**src/rtl/pieb_pkg.sv**
```systemverilog
// Purpose: Constants for the peripheral interrupt enable bank.
// Assumes: 32-bit AXI4-Lite register access, one aligned word per register.
// Notes:   8-bit registers sit in the low byte, upper bits read as zero.
// How it works
// The pin change summary flag is read only and writes never alter it.
// The summary flag clears itself only once every per-pin change flag has been cleared.
// Each peripheral flag sets on its event whatever its enable bit or the global gate hold.
// Software should clear stale flags before it sets the matching enable bit.
// No peripheral interrupt reaches the core unless the peripheral group gate is also set.
// Enable bit 3 of the first register passes the sync port interrupt when one, blocks it when zero.
// All enable bits are read/write, clear on every reset, and pass their flag only when one.
package pieb_pkg;
  localparam int unsigned ADDR_W = 8;
  localparam int unsigned DATA_W = 32;
  localparam int unsigned REG_W  = 8;

  // Register byte offsets
  localparam logic [7:0] OFF_EN_A   = 8'h00;
  localparam logic [7:0] OFF_EN_B   = 8'h04;
  localparam logic [7:0] OFF_CTRL   = 8'h08;
  localparam logic [7:0] OFF_FLAG_A = 8'h0c;
  localparam logic [7:0] OFF_FLAG_B = 8'h10;
  localparam logic [7:0] OFF_STATUS = 8'h14;

  // Reset values
  localparam logic [7:0] EN_RST   = 8'h00;
  localparam logic [7:0] CTRL_RST = 8'h00;
  localparam logic [7:0] FLAG_RST = 8'h00;

  // Field positions
  localparam int unsigned BIT_GLOBAL_GATE = 7;
  localparam int unsigned BIT_GROUP_GATE  = 6;
  localparam int unsigned BIT_SUMMARY     = 0;
  localparam int unsigned BIT_SYNC_PORT   = 3;

  // AXI responses
  localparam logic [1:0] RESP_OKAY   = 2'h0;
  localparam logic [1:0] RESP_SLVERR = 2'h2;
endpackage

```
**src/rtl/pieb_top.sv**
```systemverilog
// Purpose: Peripheral interrupt enable bank with flags, gates and summary flag.
// Assumes: Event and pin change inputs come from logic on ref_clk_i.
// Notes:   Flags clear by writing one; a new event in the same cycle wins.
//
// Local design decisions: the address map and the AXI4-Lite register port.
`timescale 1ns/1ns
module pieb_top #(
  parameter int unsigned N_PINS = 8
) (
  // Clock, reset, enable
  input  wire logic                         ref_clk_i,
  input  wire logic                         rst_i,
  input  wire logic                         ce_i,
  // AXI4-Lite write address
  input  wire logic                         s_axi_awvalid_i,
  output logic                              s_axi_awready_o,
  input  wire logic [pieb_pkg::ADDR_W-1:0]  s_axi_awaddr_i,
  input  wire logic [2:0]                   s_axi_awprot_i,
  // AXI4-Lite write data
  input  wire logic                         s_axi_wvalid_i,
  output logic                              s_axi_wready_o,
  input  wire logic [pieb_pkg::DATA_W-1:0]  s_axi_wdata_i,
  input  wire logic [3:0]                   s_axi_wstrb_i,
  // AXI4-Lite write response
  output logic                              s_axi_bvalid_o,
  input  wire logic                         s_axi_bready_i,
  output logic [1:0]                        s_axi_bresp_o,
  // AXI4-Lite read address
  input  wire logic                         s_axi_arvalid_i,
  output logic                              s_axi_arready_o,
  input  wire logic [pieb_pkg::ADDR_W-1:0]  s_axi_araddr_i,
  input  wire logic [2:0]                   s_axi_arprot_i,
  // AXI4-Lite read data
  output logic                              s_axi_rvalid_o,
  input  wire logic                         s_axi_rready_i,
  output logic [pieb_pkg::DATA_W-1:0]       s_axi_rdata_o,
  output logic [1:0]                        s_axi_rresp_o,
  // Peripheral events and pin change flags
  input  wire logic [pieb_pkg::REG_W-1:0]   evt_a_i,
  input  wire logic [pieb_pkg::REG_W-1:0]   evt_b_i,
  input  wire logic [N_PINS-1:0]            per_pin_change_flag_regs_i,
  // To the core
  output logic                              periph_irq_o,
  output logic                              pin_change_summary_flag_o
);

  // Refused at elaboration: the summary OR and the status word serve 1 to 32 pins
  if (N_PINS < 1 || N_PINS > 32) begin
    $error("N_PINS must lie in 1..32");
  end

  // Bus state
  logic                         awready_r,  awready_nxt;
  logic                         aw_held_r,  aw_held_nxt;
  logic [pieb_pkg::ADDR_W-1:0]  aw_addr_r,  aw_addr_nxt;
  logic                         wready_r,   wready_nxt;
  logic                         w_held_r,   w_held_nxt;
  logic [pieb_pkg::DATA_W-1:0]  w_data_r,   w_data_nxt;
  logic [3:0]                   w_strb_r,   w_strb_nxt;
  logic                         bvalid_r,   bvalid_nxt;
  logic [1:0]                   bresp_r,    bresp_nxt;
  logic                         arready_r,  arready_nxt;
  logic                         rvalid_r,   rvalid_nxt;
  logic [pieb_pkg::DATA_W-1:0]  rdata_r,    rdata_nxt;
  logic [1:0]                   rresp_r,    rresp_nxt;
  // Block state
  logic [pieb_pkg::REG_W-1:0]   en_a_r,     en_a_nxt;
  logic [pieb_pkg::REG_W-1:0]   en_b_r,     en_b_nxt;
  logic [pieb_pkg::REG_W-1:0]   ctrl_r,     ctrl_nxt;
  logic [pieb_pkg::REG_W-1:0]   flag_a_r,   flag_a_nxt;
  logic [pieb_pkg::REG_W-1:0]   flag_b_r,   flag_b_nxt;
  logic                         summary_r,  summary_nxt;
  logic                         irq_r,      irq_nxt;
  // Decode helpers
  logic                         aw_take;
  logic                         w_take;
  logic                         ar_take;
  logic                         do_wr;
  logic                         lane0;
  logic [7:0]                   wr_off;
  logic [7:0]                   rd_off;
  logic [pieb_pkg::REG_W-1:0]   clr_a;
  logic [pieb_pkg::REG_W-1:0]   clr_b;

  // Bus handshakes; address and data are taken in either order, one write at a time
  always_comb begin
    aw_take     = s_axi_awvalid_i & awready_r;
    w_take      = s_axi_wvalid_i & wready_r;
    ar_take     = s_axi_arvalid_i & arready_r;
    aw_addr_nxt = aw_take ? s_axi_awaddr_i : aw_addr_r;
    w_data_nxt  = w_take ? s_axi_wdata_i : w_data_r;
    w_strb_nxt  = w_take ? s_axi_wstrb_i : w_strb_r;
    do_wr       = (aw_held_r | aw_take) & (w_held_r | w_take);
    aw_held_nxt = (aw_held_r | aw_take) & ~do_wr;
    w_held_nxt  = (w_held_r | w_take) & ~do_wr;
    bvalid_nxt  = (bvalid_r & ~s_axi_bready_i) | do_wr;
    awready_nxt = ~aw_held_nxt & ~bvalid_nxt & ~do_wr;
    wready_nxt  = ~w_held_nxt & ~bvalid_nxt & ~do_wr;
    wr_off      = 8'(aw_addr_nxt & ~pieb_pkg::ADDR_W'(3));
    rd_off      = 8'(s_axi_araddr_i & ~pieb_pkg::ADDR_W'(3));
    lane0       = w_strb_nxt[0];
    bresp_nxt   = bresp_r;
    if (do_wr) begin
      case (wr_off)
        pieb_pkg::OFF_EN_A, pieb_pkg::OFF_EN_B, pieb_pkg::OFF_CTRL,
        pieb_pkg::OFF_FLAG_A, pieb_pkg::OFF_FLAG_B, pieb_pkg::OFF_STATUS: begin
          bresp_nxt = pieb_pkg::RESP_OKAY;
        end
        default: begin
          bresp_nxt = pieb_pkg::RESP_SLVERR;
        end
      endcase
    end
    rvalid_nxt  = (rvalid_r & ~s_axi_rready_i) | ar_take;
    arready_nxt = ~rvalid_nxt;
    rdata_nxt   = rdata_r;
    rresp_nxt   = rresp_r;
    if (ar_take) begin
      rresp_nxt = pieb_pkg::RESP_OKAY;
      case (rd_off)
        pieb_pkg::OFF_EN_A:   rdata_nxt = 32'(en_a_r);
        pieb_pkg::OFF_EN_B:   rdata_nxt = 32'(en_b_r);
        pieb_pkg::OFF_CTRL:   rdata_nxt = 32'(ctrl_r);
        pieb_pkg::OFF_FLAG_A: rdata_nxt = 32'(flag_a_r);
        pieb_pkg::OFF_FLAG_B: rdata_nxt = 32'(flag_b_r);
        pieb_pkg::OFF_STATUS: rdata_nxt = 32'(summary_r) << pieb_pkg::BIT_SUMMARY;
        default: begin
          rdata_nxt = 32'h0000_0000;
          rresp_nxt = pieb_pkg::RESP_SLVERR;
        end
      endcase
    end
  end

  always_ff @(posedge ref_clk_i) begin
    if (rst_i) begin
      awready_r <= 1'b1;
      aw_held_r <= 1'b0;
      aw_addr_r <= '0;
      wready_r  <= 1'b1;
      w_held_r  <= 1'b0;
      w_data_r  <= '0;
      w_strb_r  <= '0;
      bvalid_r  <= 1'b0;
      bresp_r   <= pieb_pkg::RESP_OKAY;
      arready_r <= 1'b1;
      rvalid_r  <= 1'b0;
      rdata_r   <= '0;
      rresp_r   <= pieb_pkg::RESP_OKAY;
    end else if (ce_i) begin
      awready_r <= awready_nxt;
      aw_held_r <= aw_held_nxt;
      aw_addr_r <= aw_addr_nxt;
      wready_r  <= wready_nxt;
      w_held_r  <= w_held_nxt;
      w_data_r  <= w_data_nxt;
      w_strb_r  <= w_strb_nxt;
      bvalid_r  <= bvalid_nxt;
      bresp_r   <= bresp_nxt;
      arready_r <= arready_nxt;
      rvalid_r  <= rvalid_nxt;
      rdata_r   <= rdata_nxt;
      rresp_r   <= rresp_nxt;
    end
  end

  // Enables, gates, flags and the interrupt line
  always_comb begin
    en_a_nxt = en_a_r;
    en_b_nxt = en_b_r;
    ctrl_nxt = ctrl_r;
    clr_a    = '0;
    clr_b    = '0;
    if (do_wr && lane0) begin
      case (wr_off)
        pieb_pkg::OFF_EN_A:   en_a_nxt = w_data_nxt[pieb_pkg::REG_W-1:0];
        pieb_pkg::OFF_EN_B:   en_b_nxt = w_data_nxt[pieb_pkg::REG_W-1:0];
        pieb_pkg::OFF_CTRL:   ctrl_nxt = w_data_nxt[pieb_pkg::REG_W-1:0];
        pieb_pkg::OFF_FLAG_A: clr_a    = w_data_nxt[pieb_pkg::REG_W-1:0];
        pieb_pkg::OFF_FLAG_B: clr_b    = w_data_nxt[pieb_pkg::REG_W-1:0];
        default: begin
          // Status writes land here and change nothing
          clr_a = '0;
        end
      endcase
    end
    // A new event outranks a clear in the same cycle, and enables do not matter
    flag_a_nxt  = (flag_a_r & ~clr_a) | evt_a_i;
    flag_b_nxt  = (flag_b_r & ~clr_b) | evt_b_i;
    // Summary follows the per-pin flags only, so it drops only when all are clear
    summary_nxt = |per_pin_change_flag_regs_i;
    // Bit 3 of the first enable gates the sync port like every other source
    irq_nxt = ctrl_r[pieb_pkg::BIT_GLOBAL_GATE] & ctrl_r[pieb_pkg::BIT_GROUP_GATE]
              & |{flag_a_r & en_a_r, flag_b_r & en_b_r};
  end

  always_ff @(posedge ref_clk_i) begin
    if (rst_i) begin
      en_a_r    <= pieb_pkg::EN_RST;
      en_b_r    <= pieb_pkg::EN_RST;
      ctrl_r    <= pieb_pkg::CTRL_RST;
      flag_a_r  <= pieb_pkg::FLAG_RST;
      flag_b_r  <= pieb_pkg::FLAG_RST;
      summary_r <= 1'b0;
      irq_r     <= 1'b0;
    end else if (ce_i) begin
      en_a_r    <= en_a_nxt;
      en_b_r    <= en_b_nxt;
      ctrl_r    <= ctrl_nxt;
      flag_a_r  <= flag_a_nxt;
      flag_b_r  <= flag_b_nxt;
      summary_r <= summary_nxt;
      irq_r     <= irq_nxt;
    end
  end

  assign s_axi_awready_o           = awready_r;
  assign s_axi_wready_o            = wready_r;
  assign s_axi_bvalid_o            = bvalid_r;
  assign s_axi_bresp_o             = bresp_r;
  assign s_axi_arready_o           = arready_r;
  assign s_axi_rvalid_o            = rvalid_r;
  assign s_axi_rdata_o             = rdata_r;
  assign s_axi_rresp_o             = rresp_r;
  assign periph_irq_o              = irq_r;
  assign pin_change_summary_flag_o = summary_r;
endmodule

```
**config.mk**
```make
export PLATFORM = sky130hd
export DESIGN_NAME = pieb_top
export DESIGN_NICKNAME = d
export VERILOG_FILES = /design/src/rtl/pieb_pkg.sv /design/src/rtl/pieb_top.sv
export SDC_FILE = /design/constraint.sdc
export NUM_CORES = 1
export LEC_CHECK = 0
export ABC_AREA = 1
export ABC_CLOCK_PERIOD_IN_PS = 4450
export BUFFER_PORTS_ARGS = -buffer_cell sky130_fd_sc_hd__clkbuf_2
export CELL_PAD_IN_SITES_DETAIL_PLACEMENT = 1
export CELL_PAD_IN_SITES_GLOBAL_PLACEMENT = 2
export CORE_MARGIN = 2
export CORE_UTILIZATION = 30
export CTS_BUF_LIST = sky130_fd_sc_hd__clkbuf_8
export CTS_CLUSTER_SIZE = 16
export DETAILED_ROUTE_END_ITERATION = 16
export PLACE_DENSITY = 0.91
export SETUP_SLACK_MARGIN = 0.3
export SLEW_MARGIN = 20
export SYNTH_ARGS = -nofsm -noshare
export SYNTH_HDL_FRONTEND = slang
export SYNTH_SLANG_ARGS = --single-unit
```
**constraint.sdc**
```tcl
create_clock -name ref_clk_i -period 4.45 [get_ports ref_clk_i]
set_input_delay 0.2225 -clock ref_clk_i [delete_from_list [all_inputs] [get_ports ref_clk_i]]
set_output_delay 0.2225 -clock ref_clk_i [all_outputs]
set_load 0.02 [all_outputs]
```
==> impl_metrics.env, run 1 <==
export IMPL_muxShareOfSynthArea=0
export IMPL_yosys_area_share_adder=0
export IMPL_path_class="register to register"
export IMPL_cts_sinks=74
export IMPL_setup_viol=0
export IMPL_fin_crit_ns=2.220
export IMPL_finalCritPeriodShare=0.4990
export IMPL_post_synth_top_area_cell="sky130_fd_sc_hd__dfxtp_1"
export IMPL_finalHoldViolations=0
export IMPL_crit_path_start_kind="register"
export IMPL_final_max_slew_violation_count=0
export IMPL_maxCapViolations=0
export IMPL_worst_slew_pin_slew_ns=1.023
export IMPL_grt_first_pass_wirelength_um=20550
export IMPL_ios=133
export IMPL_critical_path_arrival_ns=2.42
export IMPL_synth_lib_cells_used_distinct=35
export IMPL_drt_total_wl_um=12440
export IMPL_synth_area_per_cell_um2=6.778
export IMPL_htree_num_levels=3
export IMPL_xor_and_xnor_fraction_of_the_mapped_netlist_area=0
export IMPL_antenna_found_initial=0
export IMPL_power_mw=1.462
export IMPL_drt_drc_violations_left=0
export IMPL_worst_slew_margin_rel=0.3176
export IMPL_final_nets=743
export IMPL_die_x_um=119.9
export IMPL_floorplan_die_area_mm2=0.01436
export IMPL_synthSimpleGateAreaFrac=0.3810
export IMPL_outcome="completed"
export IMPL_grt_total_usage=0.1803
export IMPL_synth_cells=594
export IMPL_cts_buffer_count=9
export IMPL_setup_slack_ns=2.230
export IMPL_synth_top_cells_by_area="sky130_fd_sc_hd__dfxtp_1 37%, sky130_fd_sc_hd__nand2_1 15%, sky130_fd_sc_hd__nand4_1 5.9%"
export IMPL_synth_edff_count=0
export IMPL_sequential_cell_area_fraction_in_the_yosys_report=0.3679
export IMPL_power_per_cell_area_mw_per_mm2=318.4
export IMPL_postCtsResizedCells=0
export IMPL_grt_pass1_vias=4202
export IMPL_vias_per_cell=4.907
export IMPL_synth_async_sr_flop_share=0
export IMPL_clk_latency_ns=0.36
export IMPL_tritoncts="yes"
export IMPL_clk_pin_slew_worst_paths_ns=0.07
export IMPL_area_fraction_in_compound_gates_after_synthesis=0.1246
export IMPL_initial_core_util=0.3053
export IMPL_post_synth_most_frequent_cells="165 x sky130_fd_sc_hd__nand2_1, 74 x sky130_fd_sc_hd__dfxtp_1, 58 x sky130_fd_sc_hd__nor2_1"
export IMPL_total_of_flip_flops_plus_latches_after_synthesis=74
export IMPL_setup_tns_final_ns=0
export IMPL_dominant_synthesized_flop_cell="sky130_fd_sc_hd__dfxtp_1"
export IMPL_synthesis_area_mm2=0.004026
export IMPL_yosys_warnings=0
export IMPL_drt_wirelength_per_cell_um=14.95
export IMPL_yosys_cell_count_top_type="sky130_fd_sc_hd__nand2_1"
export IMPL_area_of_the_placeable_core_mm2=0.01319
export IMPL_post_cts_setup_buffers=0
export IMPL_max_freq_mhz=450.4
export IMPL_setup_worst_path_end_class="register"
export IMPL_synth_to_layout_area_growth_pct=14.08
export IMPL_cts_buffer_depth=2
export IMPL_setup_reg_to_reg_worst_slack_ns=2.23
export IMPL_cts_root_buffer_cell="sky130_fd_sc_hd__clkbuf_8"
export IMPL_combinational_family_with_the_most_area_after_synthesis="simple AND/OR/NAND/NOR gates"
export IMPL_whs_ns=0.09607
export IMPL_residual_antenna_violating_net_count_after_detailed_routing=0
export IMPL_grt_max_degree=49
export IMPL_post_route_cells_drive_above_1_share=0.1753
export IMPL_antenna_diode_count=0
export IMPL_vdd_ir_drop_worst_uv=114.7
export IMPL_finalClockSkew_ns=0.01372
export IMPL_static_power_due_to_leakage_nw=2.226
export IMPL_dieHeight_um=119.9
export IMPL_detailedRoute_firstPassIterationCount=4
export IMPL_synth_top_area_share=0.3679
export IMPL_worst_endpoint_required_ns=4.65
export IMPL_detailed_place_hpwl_um=9386
export IMPL_place_port_buffers=69
export IMPL_overall_via_count_from_detail_route=4083
export IMPL_min_path_type="input port to register"
export IMPL_preCtsSetupSlack_ns=1.880
export IMPL_drt_iter0_drc=207
export IMPL_cp_max_fo=19
export IMPL_place_gp_congestion=0.8345
export IMPL_fp_rows=42
export IMPL_cts_hold_fix_buffers=0
export IMPL_setup_repair_after_global_routing_missed_its_margin="false"
export IMPL_overflow=0
## where the power goes
| part | internal (mW) | leakage, nW | switching [mW] |
|---|---|---|---|
| sequential | 0.690 | 0.605 | 0.0197 |
| clock | 0.248 | 0.0959 | 0.249 |
| combinational | 0.0715 | 1.52 | 0.184 |
| total | 1.01 | 2.23 | 0.453 |
## path summary, 6_finish.rpt
| kind | from | endpoint | cells after the start |
|---|---|---|---|
| setup / recovery | s_axi_wready_o | flag_b_r[1] | 7 |
| hold / removal | evt_b_i[2] | flag_b_r[2] | 3 |
| setup reg to reg | s_axi_wready_o | flag_b_r[1] | 7 |
| hold reg to reg | s_axi_rresp_o[1] | s_axi_rresp_o[1] | 2 |
## critical path, cell delays in order, from the launching register on
cell,delay (ns)
sky130_fd_sc_hd__dfxtp_1,0.37
sky130_fd_sc_hd__nand2_1,0.37
sky130_fd_sc_hd__nand2_1,0.23
sky130_fd_sc_hd__nand3_2,0.28
sky130_fd_sc_hd__nor3_1,0.53
sky130_fd_sc_hd__nand2_1,0.13
sky130_fd_sc_hd__nand2_1,0.09
sky130_fd_sc_hd__a21oi_1,0.06
## layout by cell type (no fill, tap or decap), types with 10 or more instances in the layout
master	count
sky130_fd_sc_hd__conb_1	26
sky130_fd_sc_hd__o21ai_0	21
sky130_fd_sc_hd__inv_1	53
sky130_fd_sc_hd__dfxtp_1	74
sky130_fd_sc_hd__a21oi_1	34
sky130_fd_sc_hd__nand4_1	38
sky130_fd_sc_hd__clkbuf_2	69
sky130_fd_sc_hd__nand3_1	35
sky130_fd_sc_hd__nand2_1	165
sky130_fd_sc_hd__nor2_1	57
sky130_fd_sc_hd__nor3_1	10
## layer usage
layer	GRT usage	up-vias	share of wire
met5	0	-	0
met4	0.07059	0	0.022
met3	0.02614	17	0.039
met2	0.3150	102	0.49
met1	0.2231	1954	0.45
li1	-	2010	-
## layout make-up
class                      count  area (um2)
fill                        1725        8597
multi-input combinational    440        2141
sequential                    74        1481
timing repair buffer          72       367.9
tap                          176       220.2
inverter                      56       210.2
clock buffer                   9       123.9
clock inverter                 5       48.80
## cell families after synthesis
family	Yosys count
AO/OA/AOI/OAI	84
buffers and inverters	105
flip-flops	74
other	1
AND/OR/NAND/NOR	330
## state kept, by name, indices dropped and copies added, names as in the netlist, 6 cells and up
signal         cells
aw_addr_r          6
w_data_r           8
ctrl_r             8
en_a_r             8
flag_b_r           8
flag_a_r           8
en_b_r             8
s_axi_rdata_o      8
## stage by stage
stage / util / instance area [um2] / std cells
final: 0.3482 / 4593 / 832
after global routing: 0.3482 / 4593 / 832
after CTS: 0.3478 / 4588 / 832
after detailed placement: 0.3348 / 4415 / 818
after global placement: 0.3348 / 4415 / 818
after floorplan: - / 4120 / 619
(Power assumes the default switching activity.)
==> run 2: changes to the inputs <==
ABC_CLOCK_PERIOD_IN_PS = 2150   (was 4450)
CORE_UTILIZATION = 27   (was 30)
PLACE_DENSITY = 0.83   (was 0.91)
clock period = 2.15 ns   (was 4.45 ns; I/O delays follow)
==> run 2 against run 1 <==
- clock power up 98%
- sequential cell count did not move
- critical path depth increased by 1
- final cell count grew 5.4%
- power grew 110%
- sequential share of layout area fell by 2.5 points
- maximum frequency up 31%
- sequential power increased by 110%
- worst setup slack got worse by 1.8 ns
- global-route usage fell by 1.0 points
- register-to-register slack got worse by 1.8 ns
- wire length increased by 7.2%
- critical endpoint is now flag_a_r[4]
==> impl_metrics.env, run 2 (synthesis gave the netlist of run 1 again) <==
export IMPL_finalHoldViolations=0
export IMPL_share_clk_of_total_power=0.321
export IMPL_worst_hold_path_stage_count=3
export IMPL_holdPathEnd="aw_addr_r[6]"
export IMPL_final_nets=781
export IMPL_floorplan_die_area_mm2=0.01591
export IMPL_setup_tns_final_ns=0
export IMPL_grt_total_usage=0.1701
export IMPL_overall_via_count_from_detail_route=4194
export IMPL_setup_slack_ns=0.4580
export IMPL_cts_buffer_count=9
export IMPL_setup_reg_to_reg_worst_slack_ns=0.46
export IMPL_clk_pin_slew_worst_paths_ns=0.08
export IMPL_setup_worst_path_end_class="register"
export IMPL_maxCapViolations=0
export IMPL_layout_cells_most_common_list="165 x sky130_fd_sc_hd__nand2_1, 73 x sky130_fd_sc_hd__dfxtp_1, 69 x sky130_fd_sc_hd__clkbuf_2"
export IMPL_cts_root_buffer_cell="sky130_fd_sc_hd__clkbuf_8"
export IMPL_intPower_mw=2.086
export IMPL_r2r_cells=8
export IMPL_power_sequential_fraction=0.480
export IMPL_worst_slew_pin_slew_ns=0.6170
export IMPL_power_frac_comb=0.199
export IMPL_clk_latency_ns=0.37
export IMPL_n_fill_cell=1869
export IMPL_tritoncts="yes"
export IMPL_cpMostUsedCell="sky130_fd_sc_hd__nand2_1"
export IMPL_grt_first_pass_wirelength_um=21710
export IMPL_worstHoldStart="s_axi_awaddr_i[6]"
export IMPL_sequential_cell_area_in_the_final_layout_mm2=0.001483
export IMPL_worst_setup_path_startpoint="s_axi_awready_o"
export IMPL_post_route_cells_drive_above_1_share=0.2049
export IMPL_rr_startpoint="s_axi_awready_o"
export IMPL_drt_wirelength_per_cell_um=15.20
export IMPL_place_port_buffers=69
export IMPL_min_path_type="input port to register"
export IMPL_max_freq_mhz=591.0
export IMPL_detailed_place_hpwl_um=9986
export IMPL_power_per_cell_area_mw_per_mm2=615.6
export IMPL_fin_crit_ns=1.692
export IMPL_grt_pass1_vias=4312
export IMPL_mostFrequentLayoutCell="sky130_fd_sc_hd__nand2_1"
export IMPL_grt_max_degree=42
export IMPL_residual_antenna_violating_net_count_after_detailed_routing=0
export IMPL_finalClockSkew_ns=0.008718
export IMPL_path_class="register to register"
export IMPL_vias_per_cell=4.782
export IMPL_setup_repair_after_global_routing_missed_its_margin="false"
export IMPL_htree_num_levels=3
export IMPL_detailedRoute_firstPassIterationCount=4
export IMPL_crit_path_start_kind="register"
export IMPL_cp_max_fo=12
export IMPL_overflow=0
export IMPL_cts_sinks=74
export IMPL_critical_path_slowest_cell="sky130_fd_sc_hd__dfxtp_2"
export IMPL_drt_total_wl_um=13330
export IMPL_multi_input_comb_area_mm2=0.002176
export IMPL_cp_slowest_stage_delay_ns=0.40
export IMPL_switching_share_of_total_power=0.3190
export IMPL_cell_chain_of_the_critical_path="nand2_4 -> o21ai_2 -> nand3_1 -> nor2_2 -> buf_4 -> nand2_1 -> nand2_1 -> a21oi_1"
export IMPL_critical_path_arrival_ns=1.93
export IMPL_static_power_due_to_leakage_nw=2.405
export IMPL_ios=133
export IMPL_worst_endpoint_required_ns=2.39
export IMPL_cts_buffer_depth=2
export IMPL_vdd_ir_drop_worst_uv=280.1
export IMPL_final_max_slew_violation_count=0
export IMPL_synth_to_layout_area_growth_pct=23.59
export IMPL_initial_core_util=0.2770
export IMPL_antenna_diode_count=0
export IMPL_finalCoreUtilization=0.3424
export IMPL_fp_rows=44
export IMPL_drt_drc_violations_left=0
export IMPL_setup_viol=0
export IMPL_worst_slew_margin_rel=0.5872
export IMPL_finalCritPeriodShare=0.7870
export IMPL_outcome="completed"
export IMPL_total_switching_power_mw=0.9773
export IMPL_drt_iter0_drc=189
export IMPL_dieHeight_um=126.1
export IMPL_rr_endpoint="flag_a_r[4]"
export IMPL_antenna_found_initial=0
export IMPL_area_of_the_placeable_core_mm2=0.01453
export IMPL_preCtsSetupSlack_ns=0.1879
export IMPL_place_gp_congestion=0.8571
export IMPL_die_x_um=126.1
[run 2: cell types whose count changed in the layout (fill, tap and decap cells not counted), moves of 2 or more]
| cell | before | now |
|---|---|---|
| sky130_fd_sc_hd__clkbuf_8 | 9 | 11 |
| sky130_fd_sc_hd__clkinv_2 | 3 | 0 |
| sky130_fd_sc_hd__dlygate4sd3_1 | 0 | 16 |
| sky130_fd_sc_hd__buf_12 | 0 | 2 |
| sky130_fd_sc_hd__nor3_1 | 10 | 5 |
| sky130_fd_sc_hd__buf_4 | 3 | 23 |
| sky130_fd_sc_hd__nor2_2 | 4 | 6 |
| sky130_fd_sc_hd__nor3_2 | 0 | 5 |
[run 2: layout make-up]
class | instances | area share
clock buffers | 11 | 0.03042
repair buffers | 110 | 0.1443
clock inverters | 2 | 0.001509
well taps | 184 | 0.04627
multi-input cells | 440 | 0.4373
inverters | 56 | 0.04224
flip-flops and latches | 74 | 0.2980
[run 2: routing by layer]
layer  GRT usage  up-vias  part of all wire
met3     0.02719       18             0.037
met5           0        -                 0
met2      0.2780       95              0.47
met1      0.2227     1993              0.48
li1            -     2088                 -
met4     0.07240        0             0.018
[run 2: repair_timing]
item,in CTS,in global routing
gates resized for setup,1,8
gates cloned,0,0
pin swaps,1,2
setup buffers,1,7
endpoints found under the hold margin,15,0
hold buffers,16,0
setup endpoints to repair,31,40
[run 2: worst max path at each step]
stage / endpoint / slack, ns
global placement: flag_b_r[2] / 0.20
floorplan: en_a_r[2] / 0.52
CTS: flag_b_r[2] / 0.29
finish: flag_a_r[4] / 0.46
global route: en_b_r[0] / 0.30
detailed placement: en_a_r[5] / 0.19
[run 2: power by group through the flow]
stage	Clock, mW	Combinational, mW	Sequential [mW]
floorplan	0	0.392	1.50
global placement	0	0.545	1.50
detailed placement	0	0.564	1.50
CTS	1.01	0.590	1.47
global route	1.07	0.675	1.48
finish	0.984	0.608	1.47
[run 2: per-stage QoR]
| stage | instance area, um2 | power (mW) | hold WS [ns] | instances |
|---|---|---|---|---|
| final | 4976 | 3.063 | 0.01433 | 877 |
| after global routing | 4976 | 3.218 | 0.03662 | 877 |
| after CTS | 4877 | 3.071 | 0.003940 | 870 |
| after detailed placement | 4531 | 2.066 | 0.3592 | 840 |
| after global placement | 4531 | 2.044 | 0.3545 | 840 |
| after floorplan | 4120 | 1.894 | 0.2565 | 619 |
[run 2: worst max-delay path, delay by kind of cell (launching register included)]
family	cells	cell delay (ns)
simple gates	5	0.61
flops	1	0.40
compound gates	2	0.34
buf+inv	1	0.19
==> run 3: changes to the inputs <==
ABC_AREA = 0   (was 1)
ABC_CLOCK_PERIOD_IN_PS = 1440   (was 2150)
CORE_UTILIZATION = 26   (was 27)
PLACE_DENSITY = 0.79   (was 0.83)
clock period = 1.44 ns   (was 2.15 ns; I/O delays follow)
==> run 3 against run 2 <==
- non-clock buffer count grew 68
- register-to-register slack lost 1.1 ns
- via count shrank 6.3%
- synthesized cell count shrank 31%
- clock-buffer cell count shrank 2
- highest routed layer unchanged
- the flow now finishes with violations (setup timing)
- area after synthesis shrank 9.2%
- worst setup slack lost 1.1 ns
- global-route usage grew 1.4 points
- core utilization grew 9.3 points
- final cell count shrank 13%
- maximum frequency shrank 18%
- largest cell class unchanged
==> impl_metrics.env, run 3 <==
export IMPL_outcome="finished, violations left"
export IMPL_failed_checks="setup timing"
export IMPL_synth_cells=410
export IMPL_finalCritPeriodShare=1.431
export IMPL_area_of_the_placeable_core_mm2=0.01383
export IMPL_synth_edff_count=0
export IMPL_final_nets=664
export IMPL_share_clk_of_total_power=0.320
export IMPL_n_fill_cell=1563
export IMPL_antenna_found_initial=0
export IMPL_place_gp_congestion=0.8660
export IMPL_r2r_cells=7
export IMPL_total_of_flip_flops_plus_latches_after_synthesis=74
export IMPL_synth_to_layout_area_growth_pct=64.84
export IMPL_power_frac_comb=0.247
export IMPL_power_sequential_fraction=0.432
export IMPL_worst_hold_path_stage_count=3
export IMPL_detailedRoute_firstPassIterationCount=5
export IMPL_dieHeight_um=122.6
export IMPL_critical_path_arrival_ns=2.30
export IMPL_power_per_cell_area_mw_per_mm2=852.7
export IMPL_drt_total_wl_um=14680
export IMPL_synth_top_area_share=0.4053
export IMPL_cp_max_fo=15
export IMPL_min_path_type="input port to register"
export IMPL_grt_max_degree=54
export IMPL_fin_crit_ns=2.061
export IMPL_htree_num_levels=3
export IMPL_setup_viol=42
export IMPL_sequential_cell_area_in_the_final_layout_mm2=0.001504
export IMPL_setup_tns_final_ns=-16.43
export IMPL_worst_slew_margin_rel=0.6376
export IMPL_vdd_ir_drop_worst_uv=386.5
export IMPL_total_switching_power_mw=1.633
export IMPL_cts_sinks=74
export IMPL_grt_first_pass_wirelength_um=21110
export IMPL_floorplan_die_area_mm2=0.01502
export IMPL_setup_slack_ns=-0.6212
export IMPL_final_max_slew_violation_count=0
export IMPL_finalClockSkew_ns=0.01199
export IMPL_tritoncts="yes"
export IMPL_intPower_mw=3.504
export IMPL_die_x_um=122.6
export IMPL_cell_chain_of_the_critical_path="a211o_1 -> a211o_4 -> buf_6 -> a2111oi_4 -> buf_12 -> nor2_1 -> a211oi_1"
export IMPL_worst_slew_pin_slew_ns=0.5380
export IMPL_post_route_cells_drive_above_1_share=0.5371
export IMPL_grt_total_usage=0.1836
export IMPL_residual_antenna_violating_net_count_after_detailed_routing=0
export IMPL_drt_iter0_drc=213
export IMPL_max_freq_mhz=485.2
export IMPL_clk_latency_ns=0.36
export IMPL_layout_cells_most_common_list="68 x sky130_fd_sc_hd__clkbuf_2, 63 x sky130_fd_sc_hd__buf_4, 62 x sky130_fd_sc_hd__dfxtp_1"
export IMPL_setup_repair_after_global_routing_missed_its_margin="true"
export IMPL_post_synth_top_area_cell="sky130_fd_sc_hd__dfxtp_1"
export IMPL_worst_endpoint_required_ns=1.68
export IMPL_switching_share_of_total_power=0.3178
export IMPL_mostFrequentLayoutCell="sky130_fd_sc_hd__clkbuf_2"
export IMPL_overall_via_count_from_detail_route=3929
export IMPL_synth_async_sr_flop_share=0
export IMPL_drt_drc_violations_left=0
export IMPL_synth_area_per_cell_um2=8.914
export IMPL_dominant_synthesized_flop_cell="sky130_fd_sc_hd__dfxtp_1"
export IMPL_fp_rows=43
export IMPL_synth_lib_cells_used_distinct=48
export IMPL_drt_wirelength_per_cell_um=19.34
export IMPL_multi_input_comb_area_mm2=0.002655
export IMPL_static_power_due_to_leakage_nw=2.285
export IMPL_yosys_cell_count_top_type="sky130_fd_sc_hd__dfxtp_1"
export IMPL_path_class="register to register"
export IMPL_crit_path_start_kind="register"
export IMPL_overflow=0
export IMPL_synthesis_area_mm2=0.003655
export IMPL_ios=133
export IMPL_sequential_cell_area_fraction_in_the_yosys_report=0.4053
export IMPL_place_port_buffers=69
export IMPL_cp_slowest_stage_delay_ns=0.36
export IMPL_clk_pin_slew_worst_paths_ns=0.07
export IMPL_detailed_place_hpwl_um=9691
export IMPL_cts_buffer_count=9
export IMPL_synth_top_cells_by_area="sky130_fd_sc_hd__dfxtp_1 41%, sky130_fd_sc_hd__a211oi_1 6.8%, sky130_fd_sc_hd__buf_4 5.5%"
export IMPL_power_mw=5.137
export IMPL_maxCapViolations=0
export IMPL_vias_per_cell=5.177
export IMPL_whs_ns=0.02715
export IMPL_critical_path_slowest_cell="sky130_fd_sc_hd__dfxtp_4"
export IMPL_grt_pass1_vias=3994
export IMPL_setup_worst_path_end_class="register"
export IMPL_cts_buffer_depth=2
export IMPL_antenna_diode_count=0
export IMPL_initial_core_util=0.2643
export IMPL_cts_root_buffer_cell="sky130_fd_sc_hd__clkbuf_8"
export IMPL_finalHoldViolations=0
export IMPL_yosys_warnings=0
export IMPL_post_synth_most_frequent_cells="74 x sky130_fd_sc_hd__dfxtp_1, 41 x sky130_fd_sc_hd__nor2_1, 39 x sky130_fd_sc_hd__nand2_1"
run 3: cell count changes in the layout (fill, tap and decap cells not counted), sizes merged, moves of 14 or more:
cell | before | now
inv | 57 | 4
buf | 25 | 94
nand3 | 38 | 17
nand4 | 38 | 4
nor2 | 67 | 41
nand2 | 174 | 40
mux2i | 0 | 14
a211oi | 5 | 40
run 3: area by class of cell:
cell class                      count  area share
Clock inverter                      7     0.01163
Clock buffer                        9     0.02056
Timing Repair Buffer              178      0.2376
Inverter                            4    0.002492
Sequential cell                    74      0.2496
Multi-Input combinational cell    307      0.4407
Tap cell                          180     0.03738
run 3: logic make-up (layout without fill, tap and decap cells):
| family | count (synthesis) | count (layout) | share of synthesized area |
|---|---|---|---|
| compound gates | 139 | 139 | 0.2807 |
| simple gates | 124 | 125 | 0.1657 |
| flops | 74 | 74 | 0.4053 |
| buf+inv | 55 | 198 | 0.09038 |
| mux | 17 | 17 | 0.05683 |
| other cells | 1 | 26 | 0.001026 |
run 3: final timing paths:
check / from / to / slack, ns
min: s_axi_awaddr_i[7] / aw_addr_r[7] / 0.03
min reg2reg: s_axi_bvalid_o / s_axi_bvalid_o / 0.47
max: s_axi_awready_o / en_b_r[0] / -0.62
max reg2reg: s_axi_awready_o / en_b_r[0] / -0.62
run 3: what timing repair did:
item | in CTS | in global routing
setup buffers | 19 | 13
pin swaps | 46 | 53
endpoints found under the setup margin | 70 | 71
hold buffers | 15 | 0
gates cloned | 1 | 1
endpoints found under the hold margin | 15 | 0
resized for setup | 71 | 77
run 3: critical path: cells and delay by family, from the launching register on:
| family | cells | cell delay (ns) |
|---|---|---|
| AOI/OAI and AO/OA | 4 | 1.20 |
| buffers and inverters | 2 | 0.33 |
| DFF | 1 | 0.36 |
| and+or+nand+nor | 1 | 0.06 |
run 3: metrics by stage:
stage,setup WS (ns),utilization,cells,instance area (um2)
detailed placement,-0.4774,0.3398,694,4698
CTS,-0.4718,0.3997,745,5527
global placement,-0.4179,0.3398,694,4698
global route,-0.6685,0.4357,759,6025
finish,-0.6212,0.4357,759,6025
floorplan,-0.5304,-,435,3988
run 3: per-layer routing:
metal,share of wire,vias up,global-route usage
li1,-,1834,-
met1,0.42,1949,0.2401
met2,0.51,128,0.3104
met3,0.049,18,0.02370
met4,0.018,0,0.06466
met5,0,-,0
run 3: power groups by stage:
stage,sequential (mW),clock [mW],combinational (mW)
floorplan,2.25,0,0.544
global placement,2.25,0,0.857
detailed placement,2.26,0,0.880
CTS,2.21,1.67,1.08
global route,2.23,1.79,1.34
finish,2.22,1.65,1.27
